`config.mk`:
```
export PLATFORM = sky130hd
export DESIGN_NAME = poc_ctrl_bank
export DESIGN_NICKNAME = d
export VERILOG_FILES = /design/src/poc_pkg.sv /design/src/poc_ctrl_bank.sv
export SDC_FILE = /design/constraint.sdc
export NUM_CORES = 1
export LEC_CHECK = 0
export BUFFER_PORTS_ARGS = -buffer_cell sky130_fd_sc_hd__buf_2
export CAP_MARGIN = 10
export CORE_ASPECT_RATIO = 0.75
export CORE_UTILIZATION = 35
export CTS_BUF_LIST = sky130_fd_sc_hd__clkbuf_4
export DETAILED_ROUTE_END_ITERATION = 7
export GPL_TIMING_DRIVEN = 0
export PLACE_DENSITY = 0.57
export SLEW_MARGIN = 5
export SYNTH_ARGS = -nofsm -noshare
export SYNTH_HDL_FRONTEND = slang
export SYNTH_SLANG_ARGS = --single-unit
```
`constraint.sdc`:
```
create_clock -name ref_clk -period 7 [get_ports ref_clk]
set_input_delay 1.05 -clock ref_clk [delete_from_list [all_inputs] [get_ports ref_clk]]
set_output_delay 1.05 -clock ref_clk [all_outputs]
set_load 0.01 [all_outputs]
```
`src/poc_pkg.sv`:
```
/*
 * Constants for the second-channel operational control bank: register
 * indices, field positions, writable masks, mode codes and bus codes.
 * Assumes an AXI4-Lite master with 32-bit data and word-aligned access.
 */
package poc_pkg;

    // ------------------------------------------------------------------
    // Bus, register, step and phase widths
    // ------------------------------------------------------------------
    localparam int unsigned ADDR_W  = 16;
    localparam int unsigned DATA_W  = 32;
    localparam int unsigned REG_W   = 8;
    localparam int unsigned STEP_W  = 16;
    localparam int unsigned PHASE_W = 24;

    // ------------------------------------------------------------------
    // Register indices; byte address is four times the index
    // ------------------------------------------------------------------
    localparam logic [ADDR_W-1:0] IDX_SYNC_CAL  = 16'h0a40;
    localparam logic [ADDR_W-1:0] IDX_OUT_DIS   = 16'h0a41;
    localparam logic [ADDR_W-1:0] IDX_USER_MODE = 16'h0a42;
    localparam logic [ADDR_W-1:0] IDX_RESETS    = 16'h0a43;
    localparam logic [ADDR_W-1:0] IDX_PHASE     = 16'h0a44;

    // ------------------------------------------------------------------
    // Field positions
    // ------------------------------------------------------------------
    localparam int unsigned B_SOFT_SYNC  = 2;
    localparam int unsigned B_CALIBRATE  = 1;
    localparam int unsigned B_POWER_DOWN = 0;
    localparam int unsigned B_B_DRV_OFF  = 3;
    localparam int unsigned B_A_DRV_OFF  = 2;
    localparam int unsigned B_B_CH_PD    = 1;
    localparam int unsigned B_A_CH_PD    = 0;
    localparam int unsigned F_REF_HI     = 6;
    localparam int unsigned F_REF_LO     = 5;
    localparam int unsigned F_MODE_HI    = 4;
    localparam int unsigned F_MODE_LO    = 2;
    localparam int unsigned B_HOLDOVER   = 1;
    localparam int unsigned B_FREE_RUN   = 0;
    localparam int unsigned B_LF_CLEAR   = 2;
    localparam int unsigned B_HIST_RST   = 1;
    localparam int unsigned B_ASYNC_RST  = 0;
    localparam int unsigned B_PH_RESET   = 2;
    localparam int unsigned B_PH_DEC     = 1;
    localparam int unsigned B_PH_INC     = 0;
    localparam int unsigned PH_CMDS      = 3;

    // ------------------------------------------------------------------
    // Writable masks and reset values
    // ------------------------------------------------------------------
    localparam logic [REG_W-1:0] MASK_SYNC_CAL  = 8'h07;
    localparam logic [REG_W-1:0] MASK_OUT_DIS   = 8'h0f;
    localparam logic [REG_W-1:0] MASK_USER_MODE = 8'h7f;
    localparam logic [REG_W-1:0] MASK_RESETS    = 8'h07;
    localparam logic [REG_W-1:0] MASK_PHASE     = 8'h07;
    localparam logic [REG_W-1:0] RST_VAL        = 8'h00;

    // ------------------------------------------------------------------
    // Switchover mode codes
    // ------------------------------------------------------------------
    localparam logic [2:0] MODE_AUTO_REV    = 3'h0;
    localparam logic [2:0] MODE_AUTO_NONREV = 3'h1;
    localparam logic [2:0] MODE_MAN_FB_REF  = 3'h2;
    localparam logic [2:0] MODE_MAN_FB_HOLD = 3'h3;
    localparam logic [2:0] MODE_MAN_NO_FB   = 3'h4;

    // ------------------------------------------------------------------
    // AXI response codes
    // ------------------------------------------------------------------
    localparam logic [1:0] RESP_OKAY   = 2'h0;
    localparam logic [1:0] RESP_SLVERR = 2'h2;

endpackage

```
`src/poc_ctrl_bank.sv`:
```
/*
 * Operational control bank of the second clock channel behind an
 * AXI4-Lite slave: sync, calibration, power-down, output disables,
 * reference selection, forced modes, debug resets and phase adjust.
 * Assumes the step size comes from elsewhere as a level input.
 */
`timescale 1ns/10ps

module poc_ctrl_bank
    import poc_pkg::*;
(
    input  wire logic                ref_clk,
    input  wire logic                rst,
    input  wire logic [ADDR_W-1:0]   s_axi_awaddr,
    input  wire logic                s_axi_awvalid,
    output logic                     s_axi_awready,
    input  wire logic [DATA_W-1:0]   s_axi_wdata,
    input  wire logic [3:0]          s_axi_wstrb,
    input  wire logic                s_axi_wvalid,
    output logic                     s_axi_wready,
    output logic [1:0]               s_axi_bresp,
    output logic                     s_axi_bvalid,
    input  wire logic                s_axi_bready,
    input  wire logic [ADDR_W-1:0]   s_axi_araddr,
    input  wire logic                s_axi_arvalid,
    output logic                     s_axi_arready,
    output logic [DATA_W-1:0]        s_axi_rdata,
    output logic [1:0]               s_axi_rresp,
    output logic                     s_axi_rvalid,
    input  wire logic                s_axi_rready,
    input  wire logic [STEP_W-1:0]   phase_step,
    output logic                     out_sync_stall,
    output logic                     out_sync_start,
    output logic                     out_sync_restart,
    output logic                     analog_loop_ch_one_cal_start,
    output logic                     channel_deep_sleep,
    output logic                     clock_output_one_b_driver_off,
    output logic                     clock_output_one_a_driver_off,
    output logic                     clock_output_one_b_power_down,
    output logic                     clock_output_one_a_power_down,
    output logic [1:0]               manual_ref_sel,
    output logic                     sel_auto_revertive,
    output logic                     sel_auto_nonrevertive,
    output logic                     sel_manual_ref_fallback,
    output logic                     sel_manual_hold_fallback,
    output logic                     sel_manual_no_fallback,
    output logic                     force_holdover,
    output logic                     force_free_run,
    output logic                     loop_filter_clear,
    output logic                     history_reset,
    output logic                     autosync_reset,
    output logic [PHASE_W-1:0]       phase_offset
);

    // ------------------------------------------------------------------
    // Address decoding
    // ------------------------------------------------------------------
    function automatic logic [ADDR_W-1:0] reg_index(
        input logic [ADDR_W-1:0] addr
    );
        reg_index = {2'h0, addr[ADDR_W-1:2]};
    endfunction

    function automatic logic reg_hit(input logic [ADDR_W-1:0] addr);
        logic [ADDR_W-1:0] idx;
        idx = reg_index(addr);
        reg_hit = (idx >= IDX_SYNC_CAL) && (idx <= IDX_PHASE);
    endfunction

    // ------------------------------------------------------------------
    // Storage
    // ------------------------------------------------------------------
    logic [REG_W-1:0]   sync_and_calibration_reg;
    logic [REG_W-1:0]   output_disable_reg;
    logic [REG_W-1:0]   loop_user_mode_reg;
    logic [REG_W-1:0]   loop_reset_controls_reg;
    logic [PH_CMDS-1:0] phase_cmd_reg;
    logic               soft_sync_prev_reg;
    logic               calibrate_prev_reg;
    logic [PHASE_W-1:0] phase_offset_reg;
    logic [PHASE_W-1:0] phase_offset_next;

    // Write channel state
    logic               aw_got_reg;
    logic               w_got_reg;
    logic [ADDR_W-1:0]  aw_addr_reg;
    logic [REG_W-1:0]   w_data_reg;
    logic               w_strb_reg;
    logic               bvalid_reg;
    logic [1:0]         bresp_reg;

    // Read channel state
    logic               rvalid_reg;
    logic [DATA_W-1:0]  rdata_reg;
    logic [1:0]         rresp_reg;

    logic               aw_take;
    logic               w_take;
    logic               wr_fire;
    logic [ADDR_W-1:0]  wr_addr;
    logic [ADDR_W-1:0]  wr_idx;
    logic [REG_W-1:0]   wr_data;
    logic               wr_lane;
    logic               wr_ok;
    logic               ar_take;
    logic [ADDR_W-1:0]  rd_idx;
    logic [REG_W-1:0]   rd_value;

    // ------------------------------------------------------------------
    // Write handshake
    // ------------------------------------------------------------------
    // Address and data are taken in either order; no new write is
    // accepted until the response has been taken.
    assign s_axi_awready = !aw_got_reg && !bvalid_reg;
    assign s_axi_wready  = !w_got_reg && !bvalid_reg;
    assign aw_take       = s_axi_awvalid && s_axi_awready;
    assign w_take        = s_axi_wvalid && s_axi_wready;
    assign wr_fire       = (aw_got_reg || aw_take) && (w_got_reg || w_take);
    assign wr_addr       = aw_got_reg ? aw_addr_reg : s_axi_awaddr;
    assign wr_data       = w_got_reg ? w_data_reg : s_axi_wdata[REG_W-1:0];
    assign wr_lane       = w_got_reg ? w_strb_reg : s_axi_wstrb[0];
    assign wr_idx        = reg_index(wr_addr);
    assign wr_ok         = wr_fire && wr_lane && reg_hit(wr_addr);

    always_ff @(posedge ref_clk)
    begin
        if (rst)
        begin
            aw_got_reg  <= 1'b0;
            aw_addr_reg <= '0;
        end
        else if (wr_fire)
            aw_got_reg <= 1'b0;
        else if (aw_take)
        begin
            aw_got_reg  <= 1'b1;
            aw_addr_reg <= s_axi_awaddr;
        end
    end

    always_ff @(posedge ref_clk)
    begin
        if (rst)
        begin
            w_got_reg  <= 1'b0;
            w_data_reg <= '0;
            w_strb_reg <= 1'b0;
        end
        else if (wr_fire)
            w_got_reg <= 1'b0;
        else if (w_take)
        begin
            w_got_reg  <= 1'b1;
            w_data_reg <= s_axi_wdata[REG_W-1:0];
            w_strb_reg <= s_axi_wstrb[0];
        end
    end

    always_ff @(posedge ref_clk)
    begin
        if (rst)
        begin
            bvalid_reg <= 1'b0;
            bresp_reg  <= RESP_OKAY;
        end
        else if (wr_fire)
        begin
            bvalid_reg <= 1'b1;
            bresp_reg  <= reg_hit(wr_addr) ? RESP_OKAY : RESP_SLVERR;
        end
        else if (s_axi_bready)
            bvalid_reg <= 1'b0;
    end

    assign s_axi_bvalid = bvalid_reg;
    assign s_axi_bresp  = bresp_reg;

    // ------------------------------------------------------------------
    // Control registers
    // ------------------------------------------------------------------
    // Calibrate is plain storage, so a retrigger needs a zero first.
    always_ff @(posedge ref_clk)
    begin
        if (rst)
            sync_and_calibration_reg <= RST_VAL;
        else if (wr_ok && (wr_idx == IDX_SYNC_CAL))
            sync_and_calibration_reg <= wr_data & MASK_SYNC_CAL;
    end

    always_ff @(posedge ref_clk)
    begin
        if (rst)
            output_disable_reg <= RST_VAL;
        else if (wr_ok && (wr_idx == IDX_OUT_DIS))
            output_disable_reg <= wr_data & MASK_OUT_DIS;
    end

    always_ff @(posedge ref_clk)
    begin
        if (rst)
            loop_user_mode_reg <= RST_VAL;
        else if (wr_ok && (wr_idx == IDX_USER_MODE))
            loop_user_mode_reg <= wr_data & MASK_USER_MODE;
    end

    always_ff @(posedge ref_clk)
    begin
        if (rst)
            loop_reset_controls_reg <= RST_VAL;
        else if (wr_ok && (wr_idx == IDX_RESETS))
            loop_reset_controls_reg <= wr_data & MASK_RESETS;
    end

    // ------------------------------------------------------------------
    // Self-clearing phase commands
    // ------------------------------------------------------------------
    // A bit lives one cycle, in which it is applied; a new write in that
    // cycle wins over the clear and counts as another command.
    generate
        for (genvar i = 0; i < PH_CMDS; i++)
        begin : g_phase_cmd
            always_ff @(posedge ref_clk)
            begin
                if (rst)
                    phase_cmd_reg[i] <= 1'b0;
                else if (wr_ok && (wr_idx == IDX_PHASE) && wr_data[i])
                    phase_cmd_reg[i] <= 1'b1;
                else
                    phase_cmd_reg[i] <= 1'b0;
            end
        end
    endgenerate

    // Reset beats any step; increment and decrement together cancel.
    always_comb
    begin
        phase_offset_next = phase_offset_reg;
        if (phase_cmd_reg[B_PH_RESET])
            phase_offset_next = '0;
        else if (phase_cmd_reg[B_PH_DEC] && !phase_cmd_reg[B_PH_INC])
        begin
            phase_offset_next = phase_offset_reg
                              - PHASE_W'(phase_step);
        end
        else if (phase_cmd_reg[B_PH_INC] && !phase_cmd_reg[B_PH_DEC])
        begin
            phase_offset_next = phase_offset_reg
                              + PHASE_W'(phase_step);
        end
    end

    always_ff @(posedge ref_clk)
    begin
        if (rst)
            phase_offset_reg <= '0;
        else
            phase_offset_reg <= phase_offset_next;
    end

    assign phase_offset = phase_offset_reg;

    // ------------------------------------------------------------------
    // Edge events
    // ------------------------------------------------------------------
    always_ff @(posedge ref_clk)
    begin
        if (rst)
        begin
            soft_sync_prev_reg           <= 1'b0;
            calibrate_prev_reg           <= 1'b0;
            out_sync_start               <= 1'b0;
            out_sync_restart             <= 1'b0;
            analog_loop_ch_one_cal_start <= 1'b0;
        end
        else
        begin
            soft_sync_prev_reg <= sync_and_calibration_reg[B_SOFT_SYNC];
            calibrate_prev_reg <= sync_and_calibration_reg[B_CALIBRATE];
            out_sync_start <= sync_and_calibration_reg[B_SOFT_SYNC]
                           && !soft_sync_prev_reg;
            out_sync_restart <= !sync_and_calibration_reg[B_SOFT_SYNC]
                             && soft_sync_prev_reg;
            analog_loop_ch_one_cal_start <=
                sync_and_calibration_reg[B_CALIBRATE]
                && !calibrate_prev_reg;
        end
    end

    // ------------------------------------------------------------------
    // Level controls
    // ------------------------------------------------------------------
    // Decoded mode strobes are registered, so they lag the field by one.
    always_ff @(posedge ref_clk)
    begin
        if (rst)
        begin
            sel_auto_revertive       <= 1'b0;
            sel_auto_nonrevertive    <= 1'b0;
            sel_manual_ref_fallback  <= 1'b0;
            sel_manual_hold_fallback <= 1'b0;
            sel_manual_no_fallback   <= 1'b0;
        end
        else
        begin
            sel_auto_revertive <= loop_user_mode_reg[F_MODE_HI:F_MODE_LO]
                               == MODE_AUTO_REV;
            sel_auto_nonrevertive <= loop_user_mode_reg[F_MODE_HI:F_MODE_LO]
                                  == MODE_AUTO_NONREV;
            sel_manual_ref_fallback <= loop_user_mode_reg[F_MODE_HI:F_MODE_LO]
                                    == MODE_MAN_FB_REF;
            sel_manual_hold_fallback <=
                loop_user_mode_reg[F_MODE_HI:F_MODE_LO]
                == MODE_MAN_FB_HOLD;
            sel_manual_no_fallback <= loop_user_mode_reg[F_MODE_HI:F_MODE_LO]
                                   == MODE_MAN_NO_FB;
        end
    end

    assign out_sync_stall      = sync_and_calibration_reg[B_SOFT_SYNC];
    assign channel_deep_sleep = sync_and_calibration_reg[B_POWER_DOWN];
    assign clock_output_one_b_driver_off =
        output_disable_reg[B_B_DRV_OFF];
    assign clock_output_one_a_driver_off =
        output_disable_reg[B_A_DRV_OFF];
    assign clock_output_one_b_power_down =
        output_disable_reg[B_B_CH_PD];
    assign clock_output_one_a_power_down =
        output_disable_reg[B_A_CH_PD];
    assign manual_ref_sel    = loop_user_mode_reg[F_REF_HI:F_REF_LO];
    assign force_holdover    = loop_user_mode_reg[B_HOLDOVER];
    assign force_free_run    = loop_user_mode_reg[B_FREE_RUN];
    assign loop_filter_clear = loop_reset_controls_reg[B_LF_CLEAR];
    assign history_reset     = loop_reset_controls_reg[B_HIST_RST];
    assign autosync_reset    = loop_reset_controls_reg[B_ASYNC_RST];

    // ------------------------------------------------------------------
    // Read channel
    // ------------------------------------------------------------------
    assign s_axi_arready = !rvalid_reg;
    assign ar_take       = s_axi_arvalid && s_axi_arready;
    assign rd_idx        = reg_index(s_axi_araddr);

    always_comb
    begin
        rd_value = '0;
        case (rd_idx)
            IDX_SYNC_CAL:  rd_value = sync_and_calibration_reg;
            IDX_OUT_DIS:   rd_value = output_disable_reg;
            IDX_USER_MODE: rd_value = loop_user_mode_reg;
            IDX_RESETS:    rd_value = loop_reset_controls_reg;
            IDX_PHASE:     rd_value = {5'h00, phase_cmd_reg};
            default:       rd_value = '0;
        endcase
    end

    always_ff @(posedge ref_clk)
    begin
        if (rst)
        begin
            rvalid_reg <= 1'b0;
            rdata_reg  <= '0;
            rresp_reg  <= RESP_OKAY;
        end
        else if (ar_take)
        begin
            rvalid_reg <= 1'b1;
            rdata_reg  <= {24'h000000, rd_value};
            rresp_reg  <= reg_hit(s_axi_araddr) ? RESP_OKAY : RESP_SLVERR;
        end
        else if (s_axi_rready)
            rvalid_reg <= 1'b0;
    end

    assign s_axi_rvalid = rvalid_reg;
    assign s_axi_rdata  = rdata_reg;
    assign s_axi_rresp  = rresp_reg;

endmodule

```
==> results of run 1 <==
==> metal layers <==
| metal | part of all wire (%) | global-route usage [%] | vias to the layer above |
|---|---|---|---|
| met5 | 0 | 0 | - |
| met4 | 1.2 | 6.03 | 0 |
| met3 | 8.6 | 6.50 | 16 |
| met2 | 43 | 28.4 | 194 |
| met1 | 47 | 26.6 | 2398 |
| li1 | - | - | 2552 |
==> metrics by stage <==
step / hold WS (ns) / std cells / cell area [sq um] / setup WS, ns / utilization, %
floorplan: 0.367 / 662 / 5550 / 3.11 / -
global placement: 0.374 / 981 / 6370 / 2.51 / 41.9
detailed placement: 0.373 / 981 / 6370 / 2.44 / 41.9
CTS: 0.394 / 997 / 6500 / 2.94 / 42.7
global route: 0.396 / 997 / 6500 / 2.60 / 42.7
finish: 0.393 / 997 / 6500 / 2.93 / 42.7
==> cell type report <==
type / count / share of cell area (%)
multi-input combinational: 501 / 51.9
sequential: 89 / 27.4
timing repair buffer: 114 / 8.77
buffer: 55 / 4.96
tap: 205 / 3.94
clock buffer: 9 / 1.04
clock inverter: 7 / 0.981
inverter: 17 / 0.981
==> worst paths after layout <==
check / startpoint / endpoint / slack [ns] / depth (start not counted)
setup reg to reg: phase_cmd_reg[0]$_SDFF_PP0_ / phase_offset[13]$_SDFFE_PP0P_ / 2.95 / 13
setup / recovery: phase_step[5] / phase_offset[21]$_SDFFE_PP0P_ / 2.93 / 14
hold reg to reg: calibrate_prev_reg$_SDFF_PP0_ / analog_loop_ch_one_cal_start$_SDFF_PP0_ / 0.39 / 1
hold / removal: calibrate_prev_reg$_SDFF_PP0_ / analog_loop_ch_one_cal_start$_SDFF_PP0_ / 0.39 / 1
==> worst max-delay path, cell delays in order <==
cell and delay (ns):
buf_2 0.12, nor4_2 0.40, and3_1 0.21, clkbuf_1 0.34
a31oi_1 0.17, xnor2_1 0.20, ha_1 0.29, buf_2 0.18
nand4_1 0.19, or3_1 0.36, a211o_1 0.29, a21o_1 0.19
a2111oi_1 0.36, a311o_1 0.17
==> Yosys cell counts (3+ instances only) <==
library cell and count:
a211o_1 5, a211oi_1 9, a21o_1 7, a21oi_1 35
a221oi_1 3, a22oi_1 3, a31o_2 3, a31oi_1 6
and2_1 3, and3_1 13, buf_1 4, buf_2 3
buf_4 30, clkbuf_1 18, dfxtp_1 89, ha_1 26
inv_1 17, mux2_2 7, mux2i_1 43, mux4_2 3
nand2_1 35, nand2b_1 6, nand3_1 13, nand3b_1 5
nand4_1 5, nor2_1 88, nor2b_1 10, nor3_1 28
nor3b_1 3, nor4_1 6, nor4b_1 6, o21a_1 5
o21ai_0 14, o21bai_1 5, o22ai_1 4, o31ai_1 7
or3_1 5, xnor2_1 18, xor2_1 4
==> logic make-up after synthesis <==
group,after synthesis,synth area share (%)
muxes,53,10.6
DFF,89,32.7
AOI/OAI and AO/OA,128,16.2
and+or+nand+nor,244,23.4
other,1,0.0688
xor gates and xnor gates,22,3.54
adders and majority gates,27,6.34
buffers and inverters,72,7.10
==> where the power goes <==
group	switching, mW	leakage (nW)	internal, mW	total (mW)
Sequential	0.00815	0.721	0.518	0.526
Combinational	0.0914	2.33	0.0677	0.159
Clock	0.212	0.0717	0.0800	0.292
==> results.cfg, run 1 <==
[status]
outcome = completed

[cts]
cts_buffer_depth = 2
cts_made_buffers = 9
cts_tree = built
clk_pin_slew_ns = 0.16
cts_setup_buffers = 0
hold_buffers = 0
cts_max_level = 3
cts.sinks = 89
cts_resized = 0
ctsRootBufferMaster = clkbuf_4
insertion_delay_ns = 0.49

[place]
portBuffers = 114
hpwl_microns = 12000
gp_congestion = 0.936

[critical_path]
critPathKind = in2reg
start_kind = input pin
required_ns = 7.44
arrival_ns = 4.50
crit_path_end_kind = flop
cp_max_fo = 8

[timing]
slew_violations = 0
finalSetupViolations = 0
worstMarginPinSlew_ns = 0.875
hold_viol_final = 0
max_freq_mhz = 246
rsz0062_at_grt = false
relSlewSlack_pct = 41.2
fin_crit_sh_pct = 58.1
clock_skew_ns = 0.0202
period_minus_slack_ns = 4.07
finalSetupTns_ns = 0

[cells_and_area]
final_cell_mix = 117 x buf_2, 89 x dfxtp_1, 88 x nor2_1
diodes = 0
area_delta_synth_final_pct = 19.4
drive_gt1_share_pct = 23.7
seqCellArea_sq_um = 1780
multi_input_area_sq_um = 3380
fillers = 1585
final_common_cell = buf_2
nNetsFinal = 905
largest_register_ffs = 24

[logic_synthesis]
synth_cells = 636
ys_top_cells_by_area = dfxtp_1 33%, mux2i_1 7.9%, nor2_1 6.1%, ha_1 6.0%, buf_4 4.1%
ys_seq_area_share_pct = 32.7
synth_top_area_cell = dfxtp_1
synth_seq_cells = 89
syn_area_sq_um = 5450
avgSynthCellArea_sq_um = 8.57
synth_top_area_share_pct = 32.7
synth_ff_type = dfxtp_1
async_flop_share_pct = 0
yosysWarnings = 0
yosysUniqueCellTypes = 71
synth_edf_count = 0

[power]
peakVddDrop_mv = 0.0929
powerDensity_nw_per_um2 = 150
p_leak_nw = 3.12
total_power_mw = 0.977

[routing]
first_pass_iters = 5
dr.first_iter.drc_count = 373
ant_nets = 0
vias = 5160
drc = 0
detail_route.wl_per_cell_microns = 15.4
finalWirelength_microns = 15300
via_per_inst = 5.18

[global_route]
grt_first_pass_wirelength_microns = 24100
antenna_found_initial = 0
grt_max_degree = 18
grt_pass1_vias = 4621
track_usage_pct = 19.3
grt_overflow = 0

[worst_hold_path]
hp-class = reg2reg

[floorplanning]
die-height_microns = 110
core-area_sq_um = 15200
io_pins = 177
initial_core_util_pct = 35.8
rows = 39
dieArea_sq_um = 16100
die_width_microns = 146

[run]
maxCapViolCount = 0
Power figures use the tool's default switching activity.
==> run 2, diff against run 1 <==
Settings changed: ABC_AREA set to 1, PLACE_DENSITY 0.57 to 0.56.
Clock period 7 ns to 4 ns, I/O delays scaled along.
==> run 2 against run 1 <==
Area after synthesis grew 12%; hold slack worse by 0.062 ns; largest power group unchanged; cell area is 10% higher; sequential power is 81% higher; sequential share of layout area is 2.5 points lower; synthesized cell count rose by 53%; highest routed layer unchanged.
==> results.cfg, run 2 <==
[cells_and_area]
area_delta_synth_final_pct = 18.0
final_cell_mix = 218 x nand2_1, 173 x nor2_1, 149 x inv_1
diodes = 0
largest_register_ffs = 24
drive_gt1_share_pct = 16.9
fillers = 1826
final_cells = 1346
nNetsFinal = 1244
final_common_cell = nand2_1

[routing]
ant_nets = 0
drc = 0
dr.first_iter.drc_count = 389
detail_route.wl_per_cell_microns = 13.4
first_pass_iters = 5
vias = 6283
finalWirelength_microns = 18100
via_per_inst = 4.67

[critical_path]
startpoint = phase_cmd_reg[0]$_SDFF_PP0_
crit_path_end_kind = flop
crit-reg2reg-launch = phase_cmd_reg[0]$_SDFF_PP0_
start_kind = flop
reg2reg_slack_ns = 0.45
endpoint = phase_offset[21]$_SDFFE_PP0P_
reg2reg_to = phase_offset[21]$_SDFFE_PP0P_
critPathKind = reg2reg
cp_max_fo = 10
required_ns = 4.39
arrival_ns = 3.94
ff2ff_path_depth = 18

[logic_synthesis]
synth_seq_cells = 89
ys_top_cells_by_area = dfxtp_1 29%, nand2_1 13%, nor2_1 11%, inv_1 9.2%, ha_1 5.4%
ys_seq_area_share_pct = 29.3
synth_ff_type = dfxtp_1
synth_most_common_cell = nand2_1
yosysUniqueCellTypes = 44
synth_common_cells = 218 x nand2_1, 173 x nor2_1, 149 x inv_1
syn_area_sq_um = 6080
synth_top_area_share_pct = 29.3
avgSynthCellArea_sq_um = 6.25
synth_edf_count = 0
synth_cells = 973
yosysWarnings = 0
async_flop_share_pct = 0
synth_top_area_cell = dfxtp_1

[power]
powerDensity_nw_per_um2 = 263
p_leak_nw = 3.91
peakVddDrop_mv = 0.128

[cts]
cts_max_level = 3
cts_setup_buffers = 0
cts_tree = built
hold_buffers = 0
cts_resized = 0
cts_made_buffers = 9
cts_buffer_depth = 2
clk_pin_slew_ns = 0.19
cts.sinks = 89
ctsRootBufferMaster = clkbuf_4
insertion_delay_ns = 0.49

[timing]
max_freq_mhz = 282
setup_slack_ns = 0.450
finalSetupTns_ns = 0
worstMarginPinSlew_ns = 0.807
whs_ns = 0.331
finalSetupViolations = 0
rsz0062_at_grt = false
hold_viol_final = 0
slew_violations = 0
period_minus_slack_ns = 3.55
clock_skew_ns = 0.0276
fin_crit_sh_pct = 88.7
relSlewSlack_pct = 45.6

[global_route]
grt_first_pass_wirelength_microns = 28700
grt_overflow = 0
grt_pass1_vias = 5560
track_usage_pct = 20.6
antenna_found_initial = 0
grt_max_degree = 20

[worst_hold_path]
worstHoldStart = s_axi_wdata[4]
hp-class = in2reg

[floorplanning]
core-area_sq_um = 16900
initial_core_util_pct = 36.0
dieArea_sq_um = 17900
die_width_microns = 154
io_pins = 177
die-height_microns = 116
rows = 41

[place]
portBuffers = 116
dp_cells = 1330
gp_congestion = 0.884
hpwl_microns = 14700
place_ws_ns = 0.555

[status]
outcome = completed

[run]
maxCapViolCount = 0
run 2: layout make-up:
class	instances	area [sq um]	share of cell area (%)
plain buffers	51	328	4.57
clock buffers	9	67.6	0.943
clock inverters	7	76.3	1.06
inverters	155	582	8.12
multi-input cells	704	3480	48.6
flip-flops and latches	89	1780	24.9
well taps	215	269	3.75
repair buffers	116	581	8.10
run 2: logic make-up (layout without fill, tap and decap cells):
family | Yosys count | in the layout | synth area share (%)
simple gates | 489 | 489 | 33.7
xor+xnor | 25 | 25 | 3.60
fa+ha+maj | 27 | 27 | 5.68
other cells | 1 | 27 | 0.0617
buf+inv | 206 | 338 | 15.0
flops | 89 | 89 | 29.3
mux | 3 | 3 | 0.494
compound gates | 133 | 133 | 12.2
run 2: worst min-delay path by stage:
stage / endpoint / depth (start not counted) / slack, ns
6_report: w_data_reg[4]$_SDFFE_PP0P_ / 3 / 0.33
5_1_grt: w_data_reg[2]$_SDFFE_PP0P_ / 3 / 0.29
4_1_cts: w_data_reg[4]$_SDFFE_PP0P_ / 3 / 0.30
3_5_place_dp: analog_loop_ch_one_cal_start$_SDFF_PP0_ / 1 / 0.39
3_3_place_gp: analog_loop_ch_one_cal_start$_SDFF_PP0_ / 1 / 0.38
2_1_floorplan: analog_loop_ch_one_cal_start$_SDFF_PP0_ / 1 / 0.38
run 2: critical path, stage by stage (launching register included):
cell,delay [ns]
dfxtp_1,0.35
inv_1,0.05
ha_1,0.38
clkinv_1,0.33
clkbuf_1,0.28
o31ai_1,0.13
xnor2_1,0.19
inv_1,0.09
ha_1,0.33
a21oi_1,0.27
nor2_1,0.07
nor2_1,0.23
o21ai_0,0.13
nand2_1,0.07
nand3_1,0.18
nand2_1,0.11
nand2_1,0.05
o21ai_0,0.16
inv_1,0.05
run 2: routing by layer:
layer | vias to the layer above | routed length (microns) | GRT usage, %
li1 | 3318 | - | -
met1 | 2758 | 9810 | 31.9
met2 | 195 | 6810 | 28.4
met3 | 12 | 1340 | 5.19
met4 | 0 | 135 | 3.60
met5 | - | 0 | 0
run 2: through the flow:
step	instance area (sq um)	total power, mW	utilization [%]
finish	7170	1.88	42.5
global route	7170	2.01	42.5
CTS	7170	1.91	42.5
detailed placement	7020	1.35	41.6
global placement	7020	1.35	41.6
floorplan	6170	1.23	-
run 2: where the power goes:
group | internal (mW) | total (mW) | leakage (nW) | switching, mW
combinational | 0.136 | 0.380 | 3.11 | 0.244
clock | 0.152 | 0.550 | 0.0796 | 0.398
sequential | 0.929 | 0.953 | 0.724 | 0.0243
total | 1.22 | 1.88 | 3.91 | 0.666
==> run 3, diff against run 2 <==
--- a/config.mk
+++ b/config.mk
@@ -12,3 +12,3 @@
 export CORE_UTILIZATION = 35
-export CTS_BUF_LIST = sky130_fd_sc_hd__clkbuf_4
+export CTS_BUF_LIST = sky130_fd_sc_hd__clkbuf_4 sky130_fd_sc_hd__clkbuf_8
 export DETAILED_ROUTE_END_ITERATION = 7
==> constraint.sdc (replaced) <==
create_clock -name ref_clk -period 4 [get_ports ref_clk]
set_input_delay 0.8 -clock ref_clk [delete_from_list [all_inputs] [get_ports ref_clk]]
set_output_delay 0.8 -clock ref_clk [all_outputs]
set_load 0.01 [all_outputs]
==> run 3 against run 2 <==
Fmax is 0.63% higher; sequential share of layout area fell by 0.19 points; cell area is 0.79% higher; critical path depth unchanged; first-iteration DRC count grew 0.26%; sequential power hardly changed; total power up 6.0%; cell count did not move; global-route usage hardly changed; critical endpoint unchanged; largest power group unchanged.
==> results.cfg, run 3 (synthesis results as in run 2) <==
[timing]
finalSetupTns_ns = 0
worstMarginPinSlew_ns = 0.796
rsz0062_at_grt = false
max_freq_mhz = 283
clock_skew_ns = 0.0152
finalSetupViolations = 0
period_minus_slack_ns = 3.53
relSlewSlack_pct = 46.4
slew_violations = 0
fin_crit_sh_pct = 88.2
hold_viol_final = 0

[place]
dp_cells = 1330
hpwl_microns = 14700
gp_congestion = 0.884
portBuffers = 116

[worst_hold_path]
hp-class = reg2reg
worstHoldStart = calibrate_prev_reg$_SDFF_PP0_

[cells_and_area]
drive_gt1_share_pct = 16.9
final_common_cell = nand2_1
largest_register_ffs = 24
fillers = 1820
nNetsFinal = 1244
final_util_pct = 42.8
diodes = 0
final_cell_mix = 218 x nand2_1, 173 x nor2_1, 149 x inv_1
area_delta_synth_final_pct = 18.9
final_cells = 1346

[power]
cellInternalPower_mw = 1.31
seq_power_share_pct = 47.7
switching_power_mw = 0.682
combPwrFrac_pct = 19.1
swShare_pct = 34.2
clkPwrFrac_pct = 33.3
powerDensity_nw_per_um2 = 276
peakVddDrop_mv = 0.143
p_leak_nw = 3.94

[cts]
clk_pin_slew_ns = 0.11
cts_tree = built
cts_buffer_depth = 2
cts_setup_buffers = 0
cts_resized = 0
hold_buffers = 0
cts_made_buffers = 9
ctsRootBufferMaster = clkbuf_8
cts_max_level = 3
cts.sinks = 89
insertion_delay_ns = 0.39

[run]
maxCapViolCount = 0

[routing]
first_pass_iters = 6
via_per_inst = 4.69
finalWirelength_microns = 18100
drc = 0
vias = 6314
detail_route.wl_per_cell_microns = 13.4
dr.first_iter.drc_count = 390
ant_nets = 0

[global_route]
antenna_found_initial = 0
track_usage_pct = 20.6
grt_max_degree = 20
grt_first_pass_wirelength_microns = 28700
grt_overflow = 0
grt_pass1_vias = 5557

[critical_path]
critPathKind = reg2reg
arrival_ns = 3.82
critPathSlowestCell = ha_1
required_ns = 4.29
crit-reg2reg-launch = phase_cmd_reg[0]$_SDFF_PP0_
slowest_delay_ns = 0.38
path_buf_inv = 5
cp_max_fo = 10
critical-path-top-delay-family = buffers and inverters
start_kind = flop
worstPathCellList = inv_1 > ha_1 > clkinv_1 > clkbuf_1 > o31ai_1 > xnor2_1 > inv_1 > ha_1 > a21oi_1 > nor2_1 > nor2_1 > o21ai_0 > nand2_1 > nand3_1 > nand2_1 > nand2_1 > o21ai_0 > inv_1
startpoint = phase_cmd_reg[0]$_SDFF_PP0_
crit_path_end_kind = flop

[floorplanning]
dieArea_sq_um = 17900
die_width_microns = 154
core-area_sq_um = 16900
initial_core_util_pct = 36.0
rows = 41
die-height_microns = 116
io_pins = 177

[status]
outcome = completed
[run 3: cell counts in the layout (fill, tap and decap cells not counted)]
Identical to the previous run, type by type.
[run 3: worst reg2reg max path: stages, from the launching register on]
cell,delay [ns]
dfxtp_1,0.33
inv_1,0.05
ha_1,0.38
clkinv_1,0.33
clkbuf_1,0.29
o31ai_1,0.13
xnor2_1,0.19
inv_1,0.09
ha_1,0.33
a21oi_1,0.27
nor2_1,0.07
nor2_1,0.22
o21ai_0,0.13
nand2_1,0.07
nand3_1,0.17
nand2_1,0.11
nand2_1,0.05
o21ai_0,0.16
inv_1,0.05
[run 3: path summary, 6_finish.rpt]
path                                                   to  slack [ns]  cells past startpoint
setup reg to reg            phase_offset[21]$_SDFFE_PP0P_        0.47                     18
setup / recovery            phase_offset[21]$_SDFFE_PP0P_        0.47                     18
hold / removal    analog_loop_ch_one_cal_start$_SDFF_PP0_        0.39                      1
hold reg to reg   analog_loop_ch_one_cal_start$_SDFF_PP0_        0.39                      1
[run 3: layout make-up]
| cell class | count | area, sq um | share of cell area (%) |
|---|---|---|---|
| Clock inverter | 7 | 76.3 | 1.06 |
| Timing Repair Buffer | 116 | 581 | 8.04 |
| Buffer | 51 | 328 | 4.54 |
| Clock buffer | 9 | 124 | 1.71 |
| Tap cell | 215 | 269 | 3.72 |
| Sequential cell | 89 | 1780 | 24.7 |
| Inverter | 155 | 582 | 8.05 |
| Multi-Input combinational cell | 704 | 3480 | 48.2 |
[run 3: power groups by stage]
stage | registers, mW | clock network [mW] | logic [mW]
2_1_floorplan | 0.970 | 0 | 0.257
3_3_place_gp | 0.971 | 0 | 0.375
3_5_place_dp | 0.971 | 0 | 0.378
4_1_cts | 0.951 | 0.686 | 0.379
5_1_grt | 0.957 | 0.727 | 0.430
6_report | 0.952 | 0.664 | 0.380
[run 3: layer usage]
layer / up-vias / GRT usage (%) / routed length (microns)
li1: 3316 / - / -
met1: 2794 / 32.0 / 9880
met2: 191 / 28.3 / 6800
met3: 13 / 4.97 / 1260
met4: 0 / 4.20 / 154
met5: - / 0 / 0
[run 3: through the flow]
stage	hold slack (ns)	power, mW	cell area [sq um]	worst slack [ns]
after floorplan	0.376	1.23	6170	1.06
after global placement	0.381	1.35	7020	0.341
after detailed placement	0.388	1.35	7020	0.397
after CTS	0.396	2.02	7220	0.534
after global routing	0.415	2.11	7220	0.0830
final	0.394	2.00	7220	0.473
